[config.mk]
export PLATFORM = sky130hd
export DESIGN_NAME = gsp_spi_port
export DESIGN_NICKNAME = d
export VERILOG_FILES = /design/src/core/gsp_sync.v /design/src/core/gsp_spi_port.v
export VERILOG_INCLUDE_DIRS = /design/src /design/src/core
export SDC_FILE = /design/constraint.sdc
export NUM_CORES = 1
export LEC_CHECK = 0
export ABC_CLOCK_PERIOD_IN_PS = 4100
export CORE_UTILIZATION = 25
export CTS_CLUSTER_DIAMETER = 30
export DETAILED_ROUTE_END_ITERATION = 16
export DONT_BUFFER_PORTS = 1
export GPL_TIMING_DRIVEN = 1
export PLACE_DENSITY = 0.38
export SLEW_MARGIN = 20
export SYNTH_ARGS = -nofsm -noshare
export SYNTH_HDL_FRONTEND = slang
export SYNTH_HIERARCHICAL = 1
export SYNTH_SLANG_ARGS = --single-unit
[constraint.sdc]
create_clock -name I_CLK -period 4.1 [get_ports I_CLK]
set_input_delay 0.41 -clock I_CLK [delete_from_list [all_inputs] [get_ports I_CLK]]
set_output_delay 0.41 -clock I_CLK [all_outputs]
set_load 0.05 [all_outputs]
[src/core/gsp_consts.vh]
// Constants shared by the angular-rate sensor serial slave port.
`ifndef GSP_CONSTS_VH
`define GSP_CONSTS_VH
`define GSP_WORD_BITS        16
`define GSP_FAST_MAX_PERIOD  8'h07
`define GSP_PERIOD_RESET     8'h01
`define GSP_CLK_MHZ          125
`define GSP_STARTUP_US       20
`define GSP_STARTUP_CYCLES   (`GSP_STARTUP_US * `GSP_CLK_MHZ)
`define GSP_WAKE_US          25
`define GSP_WAKE_CYCLES      (`GSP_WAKE_US * `GSP_CLK_MHZ)
`define GSP_CMD_PERIOD       8'hB6
`endif

[src/core/gsp_sync.v]
// Two-stage synchroniser for a group of asynchronous pin inputs.
`timescale 1ns/1ps
module gsp_sync #(
    parameter WIDTH = 1,
    parameter [WIDTH-1:0] INIT = {WIDTH{1'b0}}
) (
    input  wire             clk,
    input  wire             ce,
    input  wire             srst,
    input  wire [WIDTH-1:0] d,
    output wire [WIDTH-1:0] q
);
    reg [WIDTH-1:0] meta_reg;
    reg [WIDTH-1:0] sync_reg;

    // The first stage is read only by the second one.
    always @(posedge clk) begin
        if (srst) begin
            meta_reg <= INIT;
            sync_reg <= INIT;
        end else if (ce) begin
            meta_reg <= d;
            sync_reg <= meta_reg;
        end
    end

    assign q = sync_reg;
endmodule

[src/core/gsp_spi_port.v]
// Serial slave port of the angular-rate sensor: shifting, modes, sleep.
`timescale 1ns/1ps
`include "gsp_consts.vh"
module gsp_spi_port #(
    parameter WORD_BITS      = `GSP_WORD_BITS,
    parameter STARTUP_CYCLES = `GSP_STARTUP_CYCLES,
    parameter WAKE_CYCLES    = `GSP_WAKE_CYCLES
) (
    input  wire                 I_CLK,
    input  wire                 I_SRST,
    input  wire                 I_CE,
    input  wire                 I_SCLK,
    input  wire                 I_CS_N,
    input  wire                 I_DIN,
    input  wire                 I_RST_N,
    input  wire                 I_SLEEP_REQ,
    input  wire [WORD_BITS-1:0] I_TX_WORD,
    output reg                  O_DOUT,
    output reg                  O_DOUT_OE,
    output reg  [WORD_BITS-1:0] O_RX_WORD,
    output reg                  O_RX_VALID,
    output reg                  O_FAST_MODE,
    output reg  [7:0]           O_SAMPLE_PERIOD,
    output reg                  O_ASLEEP,
    output reg                  O_READY,
    output reg                  O_COND_RESET
);
    localparam CW = 32;
    localparam [1:0] ST_START = 2'h0;
    localparam [1:0] ST_RUN   = 2'h1;
    localparam [1:0] ST_SLEEP = 2'h2;
    localparam [1:0] ST_WAKE  = 2'h3;

    wire       sclk_s;
    wire       cs_n_s;
    wire       din_s;
    wire       rst_n_s;
    reg        sclk_d_reg;
    reg        cs_n_d_reg;
    reg [WORD_BITS-1:0] tx_reg;
    reg [WORD_BITS-1:0] rx_reg;
    reg [4:0]           cnt_reg;
    reg [1:0]           st_reg;
    reg [CW-1:0]        tmr_reg;
    reg                 frame_reg;

    // Pins come from the host's domain, so each passes two flip-flops.
    // The stages reset to the idle pin levels: clock high, select high,
    // data low, reset pin high, so nothing looks like an edge.
    gsp_sync #(.WIDTH(4), .INIT(4'hD)) u_sync (
        .clk  (I_CLK),
        .ce   (I_CE),
        .srst (I_SRST),
        .d    ({I_SCLK, I_CS_N, I_DIN, I_RST_N}),
        .q    ({sclk_s, cs_n_s, din_s, rst_n_s})
    );

    // Edge detection; clock idles high so a fall starts each bit.
    // The history flops reset to the idle levels, so no false edge
    // is seen when the synchroniser leaves reset.
    wire sclk_rise = sclk_s & ~sclk_d_reg;
    wire sclk_fall = ~sclk_s & sclk_d_reg;
    wire cs_fall   = ~cs_n_s & cs_n_d_reg;
    wire cs_active = ~cs_n_s;
    wire port_run  = (st_reg == ST_RUN);
    wire [WORD_BITS-1:0] rx_shift = {rx_reg[WORD_BITS-2:0], din_s};
    wire [7:0]           rx_cmd   = rx_shift[WORD_BITS-1:WORD_BITS-8];
    wire [7:0]           rx_arg   = rx_shift[7:0];

    // History of the synchronised clock and select levels.
    always @(posedge I_CLK) begin
        if (I_SRST) begin
            sclk_d_reg <= 1'b1;
            cs_n_d_reg <= 1'b1;
        end else if (I_CE) begin
            sclk_d_reg <= sclk_s;
            cs_n_d_reg <= cs_n_s;
        end
    end

    // A frame is only accepted when its select fall was seen while the
    // port was running; a word already under way when start-up or wake
    // ends is ignored to its end rather than joined in mid-word.
    always @(posedge I_CLK) begin
        if (I_SRST) begin
            frame_reg <= 1'b0;
        end else if (I_CE) begin
            if (!cs_active || !port_run) begin
                frame_reg <= 1'b0;
            end else if (cs_fall) begin
                frame_reg <= 1'b1;
            end
        end
    end

    // The mode flag trails the stored period by one cycle; the host only
    // looks at it between words, so the extra flop costs nothing.
    always @(posedge I_CLK) begin
        if (I_SRST) begin
            O_FAST_MODE <= 1'b1;
        end else if (I_CE) begin
            O_FAST_MODE <= (O_SAMPLE_PERIOD <= `GSP_FAST_MAX_PERIOD);
        end
    end

    // Shift engine: output moves on falling clock, input on rising clock.
    always @(posedge I_CLK) begin
        if (I_SRST) begin
            tx_reg          <= {WORD_BITS{1'b0}};
            rx_reg          <= {WORD_BITS{1'b0}};
            cnt_reg         <= 5'h00;
            O_DOUT          <= 1'b0;
            O_DOUT_OE       <= 1'b0;
            O_RX_WORD       <= {WORD_BITS{1'b0}};
            O_RX_VALID      <= 1'b0;
            O_SAMPLE_PERIOD <= `GSP_PERIOD_RESET;
        end else if (I_CE) begin
            O_RX_VALID <= 1'b0;
            if (!cs_active || !port_run) begin
                // Released pin; a partial word is dropped here.
                O_DOUT_OE <= 1'b0;
                cnt_reg   <= 5'h00;
            end else if (cs_fall) begin
                // MSB goes out before any clock edge arrives.
                O_DOUT_OE <= 1'b1;
                O_DOUT    <= I_TX_WORD[WORD_BITS-1];
                tx_reg    <= {I_TX_WORD[WORD_BITS-2:0], 1'b0};
                cnt_reg   <= 5'h00;
            end else if (frame_reg) begin
                O_DOUT_OE <= 1'b1;
                // The first falling edge keeps the MSB on the pin, since
                // the host samples it on the rising edge that follows.
                if (sclk_fall && cnt_reg != 5'h00) begin
                    O_DOUT <= tx_reg[WORD_BITS-1];
                    tx_reg <= {tx_reg[WORD_BITS-2:0], 1'b0};
                end
                if (sclk_rise) begin
                    rx_reg <= rx_shift;
                    if (cnt_reg == WORD_BITS[4:0] - 5'h01) begin
                        cnt_reg    <= 5'h00;
                        O_RX_WORD  <= rx_shift;
                        O_RX_VALID <= 1'b1;
                        // A period write command updates the mode.
                        if (rx_cmd == `GSP_CMD_PERIOD) begin
                            O_SAMPLE_PERIOD <= rx_arg;
                        end
                    end else begin
                        cnt_reg <= cnt_reg + 5'h01;
                    end
                end
            end
        end
    end

    // Power state: start-up after reset pin, sleep, wake on select.
    // Words arriving during start-up are ignored rather than queued.
    // A low reset pin wins over every state, as conditioning restarts.
    always @(posedge I_CLK) begin
        if (I_SRST) begin
            st_reg       <= ST_START;
            tmr_reg      <= {CW{1'b0}};
            O_ASLEEP     <= 1'b0;
            O_READY      <= 1'b0;
            O_COND_RESET <= 1'b1;
        end else if (I_CE) begin
            O_COND_RESET <= ~rst_n_s;
            if (!rst_n_s) begin
                st_reg   <= ST_START;
                tmr_reg  <= {CW{1'b0}};
                O_READY  <= 1'b0;
                O_ASLEEP <= 1'b0;
            end else begin
                case (st_reg)
                ST_START: begin
                    tmr_reg <= tmr_reg + 1'b1;
                    if (tmr_reg >= STARTUP_CYCLES - 1) begin
                        st_reg  <= ST_RUN;
                        O_READY <= 1'b1;
                    end
                end
                ST_RUN: begin
                    tmr_reg <= {CW{1'b0}};
                    if (I_SLEEP_REQ && !cs_active) begin
                        st_reg   <= ST_SLEEP;
                        O_ASLEEP <= 1'b1;
                        O_READY  <= 1'b0;
                    end
                end
                ST_SLEEP: begin
                    if (cs_active) begin
                        st_reg   <= ST_WAKE;
                        O_ASLEEP <= 1'b0;
                    end
                end
                ST_WAKE: begin
                    tmr_reg <= tmr_reg + 1'b1;
                    if (tmr_reg >= WAKE_CYCLES - 1 && !cs_active) begin
                        st_reg  <= ST_RUN;
                        O_READY <= 1'b1;
                    end
                end
                default: st_reg <= ST_START;
                endcase
            end
        end
    end
endmodule

# After elaboration in Yosys (flattened, before gate mapping)

Cells that the tools add are included.

Register bits after elaboration: 112
Bits in latches: 0
RAM bits: 0
Memory bits (read-only): 0
Input bits: 24
Output and inout port bits: 31
Word-level logic and storage cells: 107
Memories: 0

$add $sub $neg: 2
Multipliers: 0
Divide/modulo/power cells: 0
Magnitude comparators: 3
Equality and inequality tests: 12
Shifts and indexed selects: 0
Muxes and demuxes: 38
Bitwise gates (word level): 9
Reductions and logical operators: 24

Operators with widths:

| kind                                                                                   | number |
|---|---|
| 32-bit by 12-bit greater-or-equal comparator with 1-bit output (second input constant) | 2 |
| 32-bit case mux with 2 select lines                                                    | 1 |
| 16-bit 2-to-1 mux                                                                      | 3 |
| 32-bit by 1-bit adder with 32-bit output (second input constant)                       | 1 |
| 32-bit 2-to-1 mux                                                                      | 1 |
| 5-bit 2-to-1 mux                                                                       | 5 |
| 1-bit 2-to-1 mux                                                                       | 20 |
| 3-bit != test (second input constant)                                                  | 6 |
| 5-bit AND reduction                                                                    | 3 |
| 2-bit 2-to-1 mux                                                                       | 5 |
| 8-bit equality test (second input constant)                                            | 1 |
| 8-bit by 3-bit <= comparator with 1-bit output (second input constant)                 | 1 |
| 2-bit case mux with 4 select lines                                                     | 1 |
| 4-bit AND reduction                                                                    | 2 |
| 7-bit AND reduction                                                                    | 1 |
| 1-bit inverter                                                                         | 6 |
| 2-bit AND reduction                                                                    | 3 |
| 6-bit AND reduction                                                                    | 1 |
| 2-bit nonzero test                                                                     | 3 |
| 3-bit nonzero test                                                                     | 2 |
| 5-bit by 1-bit adder with 5-bit output (second input constant)                         | 1 |
| 5-bit by 4-bit equality test with 1-bit output (second input constant)                 | 1 |
| 5-bit nonzero test                                                                     | 1 |
| 2-bit equality test (second input constant)                                            | 2 |
| 11 further kinds                                                                       | 15 |

# Depth between registers and ports, before layout

Word-level depth: 6
Depth in mapped cells: 11
Mapped depth without buffers: 7

# Modules after synthesis

Netlist, hierarchy kept.

By module, submodules not included:

| module       | instances | cells each | area an instance (um^2) | sequential area each (um^2) |
|---|---|---|---|---|
| gsp_spi_port | 1         | 559        | 4707.0                  | 2062.0 |
| gsp_sync     | 1         | 26         | 310.3                   | 160.2 |

# Worst setup path after synthesis

Ideal clock, no wire load.

Path kind: register to register
Start: register st_reg[1]
End: register O_RX_WORD[15]
Library setup time: 0.134 ns
Arrival: 2.183 ns
Data required time: 3.966 ns
Setup slack: 1.784 ns
Cell stages (with the launch flop): 12
Buffers on the path: 4
Clock period less this slack: 2.316 ns
Path through: dfxtp_1 > inv_1 > ha_1 > or3b_1 > buf_2 > or2_1 > buf_2 > or3_1 > buf_6 > buf_6 > nand2_1 > a21oi_1

Cells in the longest elaborated chain, start to end: 5

Ends and longest elaborated chain:

| what                                           | line               | text |
|---|---|---|
| start, declared                                | gsp_spi_port.v:43  | `reg [1:0] st_reg;` |
| start signal, assigned                         | gsp_spi_port.v:160 | `st_reg <= ST_START;` |
| start signal, assigned                         | gsp_spi_port.v:168 | `st_reg <= ST_START;` |
| start signal, assigned                         | gsp_spi_port.v:177 | `st_reg <= ST_RUN;` |
| 2-bit by 1-bit equality test with 1-bit output | gsp_spi_port.v:65  | `wire port_run = (st_reg == ST_RUN);` |
| 1-bit logical NOT                              | gsp_spi_port.v:119 | `if (!cs_active \|\| !port_run) begin` |
| 1-bit logical OR                               | gsp_spi_port.v:119 |  |
| 1-bit inverter (no source line)                | -                  |  |
| 6-bit AND reduction (no source line)           | -                  |  |
| end signal, assigned                           | gsp_spi_port.v:114 | `O_RX_WORD <= {WORD_BITS{1'b0}};` |
| end signal, assigned                           | gsp_spi_port.v:141 | `O_RX_WORD <= rx_shift;` |
| end, declared                                  | gsp_spi_port.v:20  | `output reg [WORD_BITS-1:0] O_RX_WORD,` |

Every way passes these cells.
A chain may end at the register's enable or synchronous reset.

# Worst setup path after layout

Start: register st_reg[1]
End: register O_RX_WORD[1]

Same word-level chain as after synthesis.

==> flow_summary_export.csv <==
group,metric,value,unit
power,power_leakage,0.00186,uW
route,final_antenna_net_count,0,
clocking,cts_max_path_buffers,2,
floorplanning,chipHeight,144,um
power,sw_frac_of_total,22.8,%
run_status,status,"finished clean",
worst_setup_path,arrival,3.04,ns
clocking,clock-root-buffer,"clkbuf_16",
worst_hold_path,hold_path_class,"in2reg",
worst_setup_path,critical-path-top-delay-family,"simple AND/OR/NAND/NOR gates",
power,clkPwrFrac,43.6,%
synthesis,yosysSeqAreaShare,44.3,%
route,firstDrtPassIters,4,
timing,timing.fmax,357,MHz
clocking,cts.reportedPaths.clkPinSlew,0.07,ns
worst_setup_path,path_max_fanout,17,
final_layout,final_util,28.1,%
worst_setup_path,crit_type,"reg2reg",
timing,finalSetupViolCount,0,
final_layout,drive_gt1_share,5.49,%
final_layout,finalNetCount,593,
global_routing,antenna_found_initial,0,
timing,period_share,68.3,%
global_routing,grt_start_max_net_pins,77,
power,p_switching,471,uW
synthesis,yosys.area.top_type_share,44.3,%
timing,period_needed,2.80,ns
timing,fin_ws,1.30,ns
synthesis,synth_edf_count,0,
worst_setup_path,slowest_stage,"or3_1",
floorplanning,initial_core_util,25.6,%
worst_setup_path,path_buf_inv,1,
synthesis,netlist_area,0.00502,mm2
worst_setup_path,worstPathRequired,4.34,ns
route,routedWlPerCell,14.4,um
placed_design,io_buffers,0,
final_layout,insertedDiodeCount,0,
clocking,cts_tree,"yes",
floorplanning,dieArea,0.0206,mm2
synthesis,synthCells,585,
floorplanning,rows,51,
global_routing,overflow,0,
synthesis,synth_seq_cells,111,
final_layout,nFillCells,2103,
synthesis,syn_nets,617,
clocking,h-tree-depth,3,
final_layout,largest_reg_flops,32,
placed_design,gp_congestion,0.754,
synthesis,synth_async_sr_flop_share,0,%
placed_design,preCtsSetupSlack,1.28,ns
clocking,cts_resized,0,
power,power_density,375,mW/mm2
global_routing,grt_pass1_wl,19.5,mm
route,via_count,3880,
power,power_frac_seq,53.4,%
run,maxCapViolCount,0,
clocking,cts.sinks,111,
route,wirelength,12.0,mm
worst_setup_path,critical_path.max_stage_delay,0.74,ns
timing,tns,0,ns
placed_design,hpwl,7.90,mm
synthesis,yosys_warnings,6,
synthesis,yosys.area.top_type,"dfxtp_1",
final_layout,seq_area,0.00222,mm2
worst_setup_path,critPathLaunchType,"flop",
timing,relSlewSlack,38.3,%
clocking,numCtsBuffers,9,
power,comb_power_share,3.0,%
route,drtIter0Drc,226,
final_layout,syn2layout_area_growth,9.58,%
power,p_int,1590,uW
global_routing,grt_pass1_vias,3792,
power,vdd_ir_drop_max,0.214,mV
clocking,post_cts.repair.setup_buffers,0,
clocking,clkLatencyLatePin,0.35,ns
synthesis,yosysUniqueCellTypes,56,
global_routing,grtUsageTotal,12.1,%
synthesis,ys.flop_type,"dfxtp_1",
timing,worst_pin_slew,0.924,ns
timing,finalMaxSlewViolations,0,
clocking,postCtsHoldBufs,0,
final_layout,finalNonFillerCells,830,
route,drc,0,
final_layout,multiInputGateArea,0.00258,mm2
route,via_per_inst,4.67,
floorplanning,ios,55,
floorplanning,die_w,144,um
worst_setup_path,worst_setup_path_end_kind,"flop",
synthesis,yosys-top-cells-area,"dfxtp_1 44%, nand2_1 6.9%, mux2i_1 6.6%",
placed_design,dp_cells,815,
floorplanning,coreArea,0.0196,mm2
synthesis,avgSynthCellArea,8.58,um2
timing,hold_violations,0,
timing,rsz0062_at_grt,"no",
worst_setup_path,cp_cell_sequence,"inv_1 -> ha_1 -> or3b_1 -> or2_1 -> or3_1 -> nand2_1 -> a21oi_1",
timing,skew,0.0121,ns
worst register-to-register path: cells and delay by family, from the launching register on:
family	cells	cell delay, ns
adders and majority gates	1	0.30
buffers and inverters	1	0.08
DFF	1	0.34
and+or+nand+nor	4	1.90
AOI/OAI and AO/OA	1	0.07
final cells by class:
| type | count | share of cell area, % |
|---|---|---|
| Clock buffer | 10 | 4.16 |
| Clock inverter | 5 | 1.16 |
| Inverter | 12 | 0.819 |
| Multi-Input combinational cell | 424 | 47.0 |
| Sequential cell | 111 | 40.4 |
| Tap cell | 265 | 6.03 |
| Timing Repair Buffer | 3 | 0.410 |
kinds of logic (layout without fill, tap and decap cells):
| kind of cell | Yosys count | count (layout) | share of synthesized area, % |
|---|---|---|---|
| and+or+nand+nor | 260 | 260 | 26.2 |
| DFF | 111 | 111 | 44.3 |
| AOI/OAI and AO/OA | 103 | 103 | 13.0 |
| buffers and inverters | 50 | 30 | 4.46 |
| muxes | 33 | 33 | 6.58 |
| xor gates and xnor gates | 20 | 20 | 3.49 |
| adders and majority gates | 8 | 8 | 2.00 |
Yosys cell counts (all sizes together), types with 5 or more instances:
cell,instances
mux2i,33
nand4,10
xor2,13
nand2,92
and2,5
nor3,7
nor2,61
a21oi,47
dfxtp,111
nand3,18
a211o,8
o21ai,12
nor2b,6
nor3b,6
xnor2,7
nand2b,6
a211oi,17
inv,12
ha,8
nor4,9
buf,11
and3,9
clkbuf,27
metrics by stage:
stage	cell area (um2)	power, uW	hold WS [ns]
2_1_floorplan	5020	1190	0.431
3_3_place_gp	5200	1190	0.438
3_5_place_dp	5200	1190	0.449
4_1_cts	5500	2100	0.131
5_1_grt	5500	2150	0.127
6_report	5500	2060	0.156
metal layers:
| metal | wire length (um) | up-vias | share of wire (%) | track usage [%] |
|---|---|---|---|---|
| met3 | 599 | 8 | 5.0 | 4.40 |
| met2 | 5670 | 59 | 47 | 20.3 |
| met1 | 5620 | 1823 | 47 | 14.8 |
| li1 | - | 1990 | - | - |
| met5 | 0 | - | 0 | 0 |
| met4 | 104 | 0 | 0.87 | 2.69 |
power groups by stage:
stage	logic, uW	clock network, uW	registers [uW]
finish	61.2	900	1100
floorplan	69.2	0	1120
detailed placement	62.0	0	1130
CTS	62.2	939	1100
global route	68.0	976	1110
global placement	60.7	0	1130
layout by cell type (no fill, tap or decap), types with 9 or more instances in the layout:
cell type	instances
o21ai_0	12
nand2_1	92
xor2_1	13
mux2i_1	33
nor2_1	59
and3_1	9
nand4_1	10
clkbuf_16	9
nand3_1	17
inv_1	12
a211oi_1	17
dfxtp_1	111
a21oi_1	46
final timing paths:
check | slack [ns] | end | depth (start not counted) | startpoint
min reg2reg | 0.46 | u_sync/q[0]$_SDFFE_PP1P_ | 1 | u_sync/meta_reg[0]$_SDFFE_PP1P_
max reg2reg | 1.30 | O_RX_WORD[1]$_SDFFE_PP0P_ | 7 | st_reg[1]$_SDFFE_PP0P_
min | 0.16 | tmr_reg[1]$_SDFFE_PP0P_ | 1 | I_SRST
max | 1.30 | O_RX_WORD[1]$_SDFFE_PP0P_ | 7 | st_reg[1]$_SDFFE_PP0P_
No activity file was read; power rests on OpenSTA's default activity.
